File: src/logic/intc_defines.svh
/*
 Constants of the two-level interrupt controller: register offsets,
 field positions, reset values and vector addresses.
 Assumes it is included by its bare name, once per compilation unit.
*/
`ifndef INTC_DEFINES_SVH
`define INTC_DEFINES_SVH

`define ADDR_W 8
`define DATA_W 8
`define PC_W 21
`define NSRC 8
`define NEXT 3
`define NPORT 4

`define ADR_RESET_CTL 8'h00
`define ADR_INT_CTL 8'h04
`define ADR_FLAG 8'h08
`define ADR_ENABLE 8'h0C
`define ADR_PRIO 8'h10
`define ADR_STATUS 8'h14
`define ADR_PORT_B 8'h18

`define BIT_PRIO_EN 7
`define BIT_G_HIGH 7
`define BIT_G_LOW 6
`define BIT_IN_HIGH 0
`define BIT_IN_LOW 1

`define VEC_HIGH 21'h000008
`define VEC_LOW 21'h000018
`define PERIPH_MASK 8'hF0
`define HIGH_ONLY 8'h01
`define PRIO_RST 8'hFF
`define ZERO8 8'h00
`define ZERO_PC 21'h000000

`endif

File: src/logic/intc_pkg.sv
/*
 Types of the two-level interrupt controller.
 Assumes intc_defines.svh is on the include path.
*/
`default_nettype none
`include "intc_defines.svh"

package intc_pkg;
    typedef struct packed {
        logic [`ADDR_W-1:0] addr;
        logic [`DATA_W-1:0] wdata;
        logic wr;
        logic rd;
    } reg_req_t;

    typedef struct packed {
        logic instrBoundary;
        logic [`PC_W-1:0] returnAddr;
        logic returnInstr;
    } core_in_t;

    typedef struct packed {
        logic take;
        logic [`PC_W-1:0] vecAddr;
        logic [`PC_W-1:0] pushAddr;
    } vec_out_t;

    typedef struct packed {
        logic [`NEXT-1:0] extS1;
        logic [`NEXT-1:0] extS2;
        logic [`NEXT-1:0] extPrev;
        logic [`NPORT-1:0] portS1;
        logic [`NPORT-1:0] portS2;
        logic [`NPORT-1:0] portLatch;
        logic [`NSRC-1:0] flag;
        logic [`NSRC-1:0] enable;
        logic [`NSRC-1:0] prio;
        logic prioEnable;
        logic gHigh;
        logic gLow;
        logic inHigh;
        logic inLow;
        vec_out_t vec;
        logic [`DATA_W-1:0] rdata;
    } intc_state_t;
endpackage

`default_nettype wire

File: src/logic/two_level_priority_interrupt_ctrl.sv
/*
 Two-level priority interrupt controller with compatibility mode.
 Assumes one clock domain with the core; the core pulses instrBoundary
 when an instruction completes and returnInstr when it executes the return.
 External pins and port inputs are asynchronous; peripheral events are
 one-cycle pulses from logic on sys_clk.
*/
`timescale 1ns/1ns
`default_nettype none
`include "intc_defines.svh"

// What this block and its software do
// Priority mode: high and low vectors differ
// High request preempts running low routine
// Each source: flag, enable, priority; source0 high
// Priority scheme only when feature bit set
// High/low global enables gate by priority
// Vector once flag, enable, global set
// Compatibility: bit6 peripherals, bit7 all sources
// Compatibility: every interrupt to high vector
// Taking interrupt clears the admitting enable
// No low interrupt during high routine
// Push return address, load vector into PC
// Software clears flags before re-enabling
// Return sets the enable that was cleared
// Pin events vector within bounded latency
// Events set flags regardless of enables
// Software avoids file-to-file copy on controls
// Flags stay readable during service
// Event flags cleared only by software
// Simultaneous high and low: high first
// Vector only at instruction boundaries
module two_level_priority_interrupt_ctrl (
    input wire logic sys_clk,
    input wire logic rstn,
    input wire intc_pkg::reg_req_t bus,
    output logic [`DATA_W-1:0] rdata,
    input wire intc_pkg::core_in_t core,
    output intc_pkg::vec_out_t vec,
    input wire logic [`NEXT-1:0] extPin,
    input wire logic [`NPORT-1:0] portPin,
    input wire logic [`NSRC-1:`NEXT+1] periphEvent
);
    import intc_pkg::*;

    intc_state_t s;
    intc_state_t next_s;

    logic [`NSRC-1:0] events;
    logic [`NSRC-1:0] pend;
    logic [`NSRC-1:0] prioEff;
    logic [`NEXT-1:0] extRise;
    logic portMis;
    logic hiReq;
    logic loReq;
    logic takeOk;

    function automatic logic hit(input logic [`ADDR_W-1:0] a,
                                 input logic [`ADDR_W-1:0] ref_a);
        hit = (a == ref_a);
    endfunction

    // Edges seen only on the second synchroniser stage
    assign extRise = s.extS2 & ~s.extPrev;
    // Mismatch persists until software reads the port
    assign portMis = (s.portS2 != s.portLatch);
    assign events = {periphEvent, portMis, extRise};
    assign pend = s.flag & s.enable;
    // Source 0 has no priority bit: forced high
    assign prioEff = s.prio | `HIGH_ONLY;

    // Compatibility: gHigh gates all, gLow gates peripherals only
    assign hiReq = s.prioEnable ?
        (s.gHigh && (|(pend & prioEff))) :
        (s.gHigh && (|(pend & (~`PERIPH_MASK | {`NSRC{s.gLow}}))));
    // Global high enable cleared blocks low as well
    assign loReq = s.prioEnable && s.gHigh && s.gLow && !s.inHigh
        && (|(pend & ~prioEff));
    // Boundary only; return cycle and the cycle after a take are skipped
    assign takeOk = core.instrBoundary && !core.returnInstr && !s.vec.take;

    always_comb begin
        next_s = s;
        next_s.vec.take = 1'b0;
        next_s.extS1 = extPin;
        next_s.extS2 = s.extS1;
        next_s.extPrev = s.extS2;
        next_s.portS1 = portPin;
        next_s.portS2 = s.portS1;

        if (bus.wr) begin
            if (hit(bus.addr, `ADR_RESET_CTL)) begin
                next_s.prioEnable = bus.wdata[`BIT_PRIO_EN];
            end
            if (hit(bus.addr, `ADR_INT_CTL)) begin
                next_s.gHigh = bus.wdata[`BIT_G_HIGH];
                next_s.gLow = bus.wdata[`BIT_G_LOW];
            end
            if (hit(bus.addr, `ADR_FLAG)) begin
                next_s.flag = bus.wdata;
            end
            if (hit(bus.addr, `ADR_ENABLE)) begin
                next_s.enable = bus.wdata;
            end
            if (hit(bus.addr, `ADR_PRIO)) begin
                next_s.prio = bus.wdata;
            end
        end
        // Set wins over a clear in the same cycle; hardware never clears
        next_s.flag = next_s.flag | events;

        next_s.rdata = `ZERO8;
        if (bus.rd) begin
            if (hit(bus.addr, `ADR_RESET_CTL)) begin
                next_s.rdata[`BIT_PRIO_EN] = s.prioEnable;
            end
            if (hit(bus.addr, `ADR_INT_CTL)) begin
                next_s.rdata[`BIT_G_HIGH] = s.gHigh;
                next_s.rdata[`BIT_G_LOW] = s.gLow;
            end
            if (hit(bus.addr, `ADR_FLAG)) begin
                next_s.rdata = s.flag;
            end
            if (hit(bus.addr, `ADR_ENABLE)) begin
                next_s.rdata = s.enable;
            end
            if (hit(bus.addr, `ADR_PRIO)) begin
                next_s.rdata = prioEff;
            end
            if (hit(bus.addr, `ADR_STATUS)) begin
                next_s.rdata[`BIT_IN_HIGH] = s.inHigh;
                next_s.rdata[`BIT_IN_LOW] = s.inLow;
            end
            if (hit(bus.addr, `ADR_PORT_B)) begin
                next_s.rdata = {{(`DATA_W-`NPORT){1'b0}}, s.portS2};
                next_s.portLatch = s.portS2;
            end
        end

        // Hardware updates of the enables override a software write
        if (takeOk && hiReq) begin
            next_s.vec.take = 1'b1;
            next_s.vec.vecAddr = `VEC_HIGH;
            next_s.vec.pushAddr = core.returnAddr;
            next_s.gHigh = 1'b0;
            next_s.inHigh = 1'b1;
        end else if (takeOk && loReq) begin
            next_s.vec.take = 1'b1;
            next_s.vec.vecAddr = `VEC_LOW;
            next_s.vec.pushAddr = core.returnAddr;
            next_s.gLow = 1'b0;
            next_s.inLow = 1'b1;
        end

        if (core.returnInstr) begin
            if (s.inHigh) begin
                next_s.inHigh = 1'b0;
                next_s.gHigh = 1'b1;
            end else if (s.inLow) begin
                next_s.inLow = 1'b0;
                next_s.gLow = 1'b1;
            end else if (!s.prioEnable) begin
                next_s.gHigh = 1'b1;
            end
        end
    end

    always_ff @(posedge sys_clk or negedge rstn) begin
        if (!rstn) begin
            s <= '0;
            s.prio <= `PRIO_RST;
        end else begin
            s <= next_s;
        end
    end

    assign rdata = s.rdata;
    assign vec = s.vec;

    a_high_vector:
    assert property (@(posedge sys_clk) disable iff (!rstn)
        (s.vec.take && $past(s.prioEnable) && $past(hiReq))
        |-> s.vec.vecAddr == `VEC_HIGH)
    else $error("high request did not go to high vector");

    a_low_vector:
    assert property (@(posedge sys_clk) disable iff (!rstn)
        (s.vec.take && $past(s.prioEnable) && !$past(hiReq))
        |-> s.vec.vecAddr == `VEC_LOW)
    else $error("low request did not go to low vector");

    a_compat_vector:
    assert property (@(posedge sys_clk) disable iff (!rstn)
        (s.vec.take && !$past(s.prioEnable)) |-> s.vec.vecAddr == `VEC_HIGH)
    else $error("compatibility take not at high vector");

    a_preempt_low:
    assert property (@(posedge sys_clk) disable iff (!rstn)
        (takeOk && hiReq && s.inLow) |=> (s.vec.take && s.inHigh && s.inLow))
    else $error("high request did not preempt low routine");

    a_enable_clear:
    assert property (@(posedge sys_clk) disable iff (!rstn)
        (takeOk && hiReq) |=> (!s.gHigh && s.vec.take))
    else $error("admitting enable not cleared on take");

    a_no_low_in_high:
    assert property (@(posedge sys_clk) disable iff (!rstn)
        (s.vec.take && s.vec.vecAddr == `VEC_LOW) |-> !$past(s.inHigh))
    else $error("low interrupt taken during high routine");

    a_push_return:
    assert property (@(posedge sys_clk) disable iff (!rstn)
        s.vec.take |-> (s.vec.pushAddr == $past(core.returnAddr)))
    else $error("pushed address is not the return address");

    a_return_restore:
    assert property (@(posedge sys_clk) disable iff (!rstn)
        (core.returnInstr && s.inHigh) |=> (s.gHigh && !s.inHigh))
    else $error("return did not restore high enable");

    a_pin_latency:
    assert property (@(posedge sys_clk) disable iff (!rstn)
        $rose(s.extS1[0]) |-> ##[2:3] s.flag[0])
    else $error("pin event flag too late");

    a_event_sets:
    assert property (@(posedge sys_clk) disable iff (!rstn)
        (events != `ZERO8) |=> ((s.flag & $past(events)) == $past(events)))
    else $error("event did not set its flag");

    a_flag_sticky:
    assert property (@(posedge sys_clk) disable iff (!rstn)
        !(bus.wr && hit(bus.addr, `ADR_FLAG))
        |=> ((s.flag & $past(s.flag)) == $past(s.flag)))
    else $error("flag cleared without software write");

    a_take_boundary:
    assert property (@(posedge sys_clk) disable iff (!rstn)
        s.vec.take |-> ($past(core.instrBoundary) && !$past(core.returnInstr)))
    else $error("vector taken off an instruction boundary");

    a_take_pulse:
    assert property (@(posedge sys_clk) disable iff (!rstn)
        s.vec.take |=> !s.vec.take)
    else $error("take pulse longer than one cycle");

    a_low_clear:
    assert property (@(posedge sys_clk) disable iff (!rstn)
        (takeOk && !hiReq && loReq) |=> (!s.gLow && s.inLow && s.vec.take))
    else $error("low enable not cleared on low take");

    a_vec_hold:
    assert property (@(posedge sys_clk) disable iff (!rstn)
        !s.vec.take |-> $stable(s.vec.vecAddr))
    else $error("vector address changed without a take");

    a_push_hold:
    assert property (@(posedge sys_clk) disable iff (!rstn)
        !s.vec.take |-> $stable(s.vec.pushAddr))
    else $error("pushed address changed without a take");

    a_no_take_ret:
    assert property (@(posedge sys_clk) disable iff (!rstn)
        core.returnInstr |=> !s.vec.take)
    else $error("take after a return cycle");

    a_no_take_mid:
    assert property (@(posedge sys_clk) disable iff (!rstn)
        !core.instrBoundary |=> !s.vec.take)
    else $error("take without instruction boundary");

    a_compat_gate:
    assert property (@(posedge sys_clk) disable iff (!rstn)
        (!s.prioEnable && !s.gLow && ((s.flag & s.enable & ~`PERIPH_MASK) == `ZERO8))
        |-> !hiReq)
    else $error("peripheral request passed a closed group enable");

    a_global_off:
    assert property (@(posedge sys_clk) disable iff (!rstn)
        !s.gHigh |-> !(hiReq || loReq))
    else $error("request with global high enable clear");

    a_low_gate:
    assert property (@(posedge sys_clk) disable iff (!rstn)
        !s.gLow |-> !loReq)
    else $error("low request with global low enable clear");

    a_enable_block:
    assert property (@(posedge sys_clk) disable iff (!rstn)
        ((s.flag & s.enable) == `ZERO8) |-> !(hiReq || loReq))
    else $error("request without enabled flag");

    a_src0_high:
    assert property (@(posedge sys_clk) disable iff (!rstn)
        prioEff[0])
    else $error("source zero not high priority");

    a_low_restore:
    assert property (@(posedge sys_clk) disable iff (!rstn)
        (core.returnInstr && !s.inHigh && s.inLow) |=> (s.gLow && !s.inLow))
    else $error("return did not restore low enable");

    a_compat_restore:
    assert property (@(posedge sys_clk) disable iff (!rstn)
        (core.returnInstr && !s.inHigh && !s.inLow && !s.prioEnable) |=> s.gHigh)
    else $error("return did not restore all-source enable");

    a_read_idle:
    assert property (@(posedge sys_clk) disable iff (!rstn)
        !bus.rd |=> (s.rdata == `ZERO8))
    else $error("read data not zero outside read cycle");

    a_flag_readback:
    assert property (@(posedge sys_clk) disable iff (!rstn)
        (bus.rd && hit(bus.addr, `ADR_FLAG)) |=> (s.rdata == $past(s.flag)))
    else $error("flag read does not show flags");

    a_high_first:
    assert property (@(posedge sys_clk) disable iff (!rstn)
        (takeOk && hiReq && loReq) |=> (s.vec.vecAddr == `VEC_HIGH))
    else $error("low taken before pending high");

    a_default_off:
    assert property (@(posedge sys_clk) disable iff (!rstn)
        !s.prioEnable |-> !loReq)
    else $error("low level active with priority disabled");
endmodule // two_level_priority_interrupt_ctrl

`default_nettype wire

File: config.mk
export PLATFORM = sky130hd
export DESIGN_NAME = two_level_priority_interrupt_ctrl
export DESIGN_NICKNAME = d
export VERILOG_FILES = /design/src/logic/intc_pkg.sv /design/src/logic/two_level_priority_interrupt_ctrl.sv
export VERILOG_INCLUDE_DIRS = /design/src /design/src/logic
export SDC_FILE = /design/constraint.sdc
export NUM_CORES = 1
export LEC_CHECK = 0
export BUFFER_PORTS_ARGS = -buffer_cell sky130_fd_sc_hd__buf_2
export CORE_MARGIN = 3
export CORE_UTILIZATION = 50
export DETAILED_ROUTE_END_ITERATION = 8
export PLACE_DENSITY_LB_ADDON = 0.08
export SYNTH_ARGS = -nofsm -noshare
export SYNTH_HDL_FRONTEND = slang
export SYNTH_SLANG_ARGS = --single-unit
File: constraint.sdc
create_clock -name sys_clk -period 2.9 [get_ports sys_clk]
set_input_delay 0.29 -clock sys_clk [delete_from_list [all_inputs] [get_ports sys_clk]]
set_output_delay 0.29 -clock sys_clk [all_outputs]
set_load 0.1 [all_outputs]
* Word-level counts from Yosys, hierarchy flattened
Index checks and enable logic that the tools add are counted.
** Cells by class
- Bitwise logic cells :: 8
- Multiplexer cells :: 31
- Eq/ne operators :: 7
- Reduce and logical (&&, ||, !) cells :: 22
** Operators with widths (count)
- $mux 8 :: 8
- $mux 44 :: 1
- $mux 43 :: 1
- $and 8x8->8 :: 4
- $mux 27 :: 1
- $eq 8x5->1 const B :: 3
- $reduce_or 8->1 :: 3
- $eq 8x4->1 const B :: 2
- $mux 1 :: 16
- $logic_and 1x1->1 :: 10
- $eq 8x3->1 const B :: 1
- $logic_not 8->1 :: 1
- $not 8->8 :: 1
- $or 8x8->8 :: 1
- $reduce_and 2->1 :: 4
- $mux 2 :: 3
- $mux 4 :: 1
- $ne 4x4->1 :: 1
- $and 3x3->3 :: 1
- $logic_not 1->1 :: 3
- $not 3->3 :: 1
- $reduce_bool 2->1 :: 1
** Storage, ports and cells
- Word-level logic and storage cells :: 86
- Output and inout bits :: 51
- Register bits :: 101
- Input port bits :: 54

* Logic depth before layout (Yosys ltp)
- Depth after elaboration :: 11
- Gate-level depth with buffers :: 6
- Depth with buffers taken out :: 5

* Least setup slack after synthesis
No wires, ideal clock.
- Path type :: register to register
- Start point :: register s, in the netlist prioEff[6]
- End point :: register s, in the netlist vec[10]
- Setup slack :: 0.998 ns
- Path buffers :: 1
- Arrival :: 1.777 ns
- Stages on the path, launching flop included :: 7
- Path through :: dfstp_2 nand3b_1 o221ai_1 o31ai_1 nand3_1 buf_2 mux2_2
** On the way
- Word-level cells in the longest chain between the ends :: 6
- Elaborated cells between the ends (all ways) :: 12
- Classes of those cells :: mux: 2; bitwise: 3; reduce/logical: 7
** RTL lines
- from (decl) :: line two_level_priority_interrupt_ctrl.sv:46 : intc_state_t s;
- from (signal assigned) :: line two_level_priority_interrupt_ctrl.sv:173 : s <= next_s;
- $and 8x8->8 or $not 8->8 (tied branches) :: line two_level_priority_interrupt_ctrl.sv:74, two_level_priority_interrupt_ctrl.sv:78
- $reduce_or 8->1 or $and 8x8->8 (tied branches) :: line two_level_priority_interrupt_ctrl.sv:74, two_level_priority_interrupt_ctrl.sv:78
- $logic_and 1x1->1 or $reduce_or 8->1 (tied branches) :: line two_level_priority_interrupt_ctrl.sv:74, two_level_priority_interrupt_ctrl.sv:78
- $mux 1 or $logic_and 1x1->1 (tied branches) :: line two_level_priority_interrupt_ctrl.sv:73, two_level_priority_interrupt_ctrl.sv:78
- $logic_and 1x1->1, on equally long branches :: line two_level_priority_interrupt_ctrl.sv:141, two_level_priority_interrupt_ctrl.sv:147
- $mux 43 or $reduce_bool 2->1 (tied branches)
Parallel ways exist; a longest one is shown, timed or not.
A chain may end at the register's enable or synchronous reset.

* Final worst setup path
- Start point :: register s[54] (netlist bit)
- End point :: register s, in the netlist vec[3]
** On the way
- Word-level cells in the longest chain between the ends :: 6
- Elaborated cells between the ends (all ways) :: 11
- Classes of those cells :: mux: 2; reduce/logical: 9
** RTL lines
- $logic_and 1x1->1 (3 in a row) :: line two_level_priority_interrupt_ctrl.sv:77 : assign loReq = s.prioEnable && s.gHigh && s.gLow && !s.inHigh
- $logic_and 1x1->1 :: line two_level_priority_interrupt_ctrl.sv:78 : && (|(pend & ~prioEff));
- $logic_and 1x1->1 :: line two_level_priority_interrupt_ctrl.sv:147 : end else if (takeOk && loReq) begin
- $reduce_bool 2->1 (no source line)
Parallel ways exist; a longest one is shown, timed or not.

==> results.sh <==
export IMPL_run_status="complete, no violations"
export IMPL_totalPowerFinal_mw=3.77
export IMPL_async_reset_ff_share_pct=100
export IMPL_tritoncts="yes"
export IMPL_slowest_delay_ps=470
export IMPL_final_nets=437
export IMPL_drtPass1Iterations=4
export IMPL_die_area_um2=8620
export IMPL_hold_viol=0
export IMPL_std_cell_rows=31
export IMPL_synth_seq_area_share_pct=54.0
export IMPL_dp_cells=471
export IMPL_antenna_found_initial=0
export IMPL_overflow=0
export IMPL_p_comb_share_pct=40.9
export IMPL_path_class="flop to flop"
export IMPL_setup_viol=0
export IMPL_path_buf_inv=1
export IMPL_antenna_cells=0
export IMPL_p_int_mw=2.03
export IMPL_vias_per_cell=5.08
export IMPL_ios=105
export IMPL_synth_edf_count=0
export IMPL_synth_seq_cells=81
export IMPL_cp_startpoint="s[54]"
export IMPL_preCtsSetupSlack_ps=626
export IMPL_max_cap_violations=0
export IMPL_max_freq_mhz=468
export IMPL_dpl_hpwl_um=5250
export IMPL_r2r_start="s[54]"
export IMPL_fp_dieW_um=92.8
export IMPL_worst_pin_slew_ps=987
export IMPL_layout_cells_non_filler=485
export IMPL_finalSetupTns_ps=0
export IMPL_cts_resized_gates=0
export IMPL_grt_max_degree=82
export IMPL_syn_avg_cell_area_um2=11.5
export IMPL_p_per_area_nw_per_um2=905
export IMPL_ir_drop_v=0.000801
export IMPL_rsz0062_at_grt="no"
export IMPL_synthToLayoutAreaGrowth_pct=10.6
export IMPL_yosysUniqueCellTypes=45
export IMPL_crit_family="simple AND/OR/NAND/NOR gates"
export IMPL_power_share_switching_pct=46.2
export IMPL_core_um2=7290
export IMPL_dr_total_vias=2463
export IMPL_cp_start_kind="flop"
export IMPL_first_global_vias=2398
export IMPL_grt_usage_pct=17.5
export IMPL_cts_buffer_depth=2
export IMPL_reg2reg_to="vec[3]"
export IMPL_drive_above_1_share_pct=39.6
export IMPL_setup_slack_ps=764
export IMPL_arrival_ps=2370
export IMPL_drt_antenna_violating_nets=0
export IMPL_required_ps=3130
export IMPL_rr_worst_depth=6
export IMPL_synth_top_area_cell="dfrtp_1"
export IMPL_crit_path_end_kind="flop"
export IMPL_fin_crit_sh_pct=73.7
export IMPL_slowest_stage="nor4bb_1"
export IMPL_syn_area_um2=3770
export IMPL_cts_num_sinks=81
export IMPL_cts_reportedPaths_clkPinSlew_ps=80
export IMPL_r2r_slack_ps=760
export IMPL_finClkSkew_ps=8.13
export IMPL_min_path_type="input port to flop"
export IMPL_holdWs_ps=49.7
export IMPL_synthCells=327
export IMPL_synth_top_flop_cell="dfrtp_1"
export IMPL_final_util_pct=57.2
export IMPL_h_tree_depth=3
export IMPL_ctsHoldBuffers=0
export IMPL_p_leak_nw=2.07
export IMPL_grt_use_met1_pct=24.1
export IMPL_grt_most_used_layer="met2"
export IMPL_worstSkewPairLatency_ps=340
export IMPL_start_util_pct=51.7
export IMPL_layout_min_cycle_time_ps=2140
export IMPL_portBuffers=85
export IMPL_yosys_area_top_type_share_pct=49.1
export IMPL_ys_top_cells_by_count="74 x dfrtp_1, 51 x buf_4, 42 x mux2_2"
export IMPL_met2_usage_pct=26.7
export IMPL_ys_top_cells_by_area="dfrtp_1 49%, mux2_2 13%, buf_4 10%, dfstp_2 4.9%, nand2_1 2.9%"
export IMPL_clockRootBuffer="clkbuf_8"
export IMPL_seqPwrFrac_pct=36.8
export IMPL_gr_usage_met3_pct=4.22
export IMPL_finalMaxSlewViolations=0
export IMPL_path_depth=6
export IMPL_dpl_cell_area_um2=3970
export IMPL_wl_per_cell_um=14.8
export IMPL_grt_pass1_wl_um=11600
export IMPL_drt_iter0_markers=72
export IMPL_die_h_um=92.8
export IMPL_finalWirelength_um=7170
export IMPL_endpoint="vec[3]"
export IMPL_switching_power_mw=1.75
export IMPL_place_gp_congestion=0.953
export IMPL_drc=0
export IMPL_p_clk_share_pct=22.3
export IMPL_stdcell_area_um2=4170
export IMPL_synth_warnings=0
export IMPL_post_cts_buffers=0
export IMPL_worstPathMaxFanout=22
export IMPL_yosysMostFrequentCell="dfrtp_1"
export IMPL_numCtsBuffers=9
export IMPL_maxSlewHeadroom_pct=34.2
export IMPL_crit_chain="nor4bb_1, and4b_1, o31ai_1, nand3_1, buf_4, mux2_2"
[cell usage in the layout (no fill, tap or decap), types with 3 or more instances in the layout]
master,netlist,routed
a21oi_1,9,9
nand3b_1,6,6
o22ai_1,6,6
nand3_1,12,12
clkbuf_8,0,9
nor2_1,17,17
nor3_1,3,3
mux2i_1,3,3
o21ai_0,9,9
nor2b_1,5,5
dfstp_2,7,7
buf_2,4,84
nand2_1,29,29
xor2_1,4,4
inv_1,6,6
conb_1,1,19
nand2b_1,3,3
mux2_2,42,42
dfrtp_1,74,74
o31ai_1,4,4
[kinds of logic after synthesis]
group / count (synthesis) / synth area share (%)
other: 1 / 0.0994
flip-flops: 81 / 54.0
buffers and inverters: 65 / 11.9
multiplexers: 46 / 13.9
XOR/XNOR: 4 / 0.929
AO/OA/AOI/OAI: 40 / 6.57
AND/OR/NAND/NOR: 90 / 12.6
[area by class of cell]
| type | instances | area [um^2] |
|---|---|---|
| fill | 697 | 3120 |
| sequential | 81 | 2040 |
| multi-input combinational | 199 | 1360 |
| timing repair buffer | 86 | 435 |
| clock buffer | 10 | 128 |
| tap | 99 | 124 |
| clock inverter | 4 | 70.1 |
| inverter | 6 | 22.5 |
[routing by layer]
layer  routed length (um)  share of wire, %
met5                    0                 0
met4                  105               1.5
met3                  494               6.9
met2                 3260                46
met1                 3310                46
[worst min-delay path by stage]
| stage | start | end | cells after the start |
|---|---|---|---|
| after floorplan | rstn | next_s[84] | 0 |
| final | extPin[1] | next_s[96] | 1 |
| after detailed placement | next_s[95] | next_s[92] | 0 |
| after global routing | portPin[2] | next_s[86] | 1 |
| after global placement | next_s[85] | s[85] | 0 |
| after CTS | extPin[0] | next_s[95] | 1 |
[registers in the layout (all words and copies together), names as in the netlist]
signal	cells
vec	24
prioEff	7
rdata	8
next_s	10
s	32
[power by group through the flow]
stage               Sequential, mW  Clock, mW  Combinational (mW)
floorplan                     1.39          0                1.55
global placement              1.41          0                1.54
detailed placement            1.41          0                1.55
CTS                           1.39      0.867                1.55
global route                  1.41      0.916                1.60
finish                        1.39      0.843                1.54
Power figures use the tool's default switching activity.
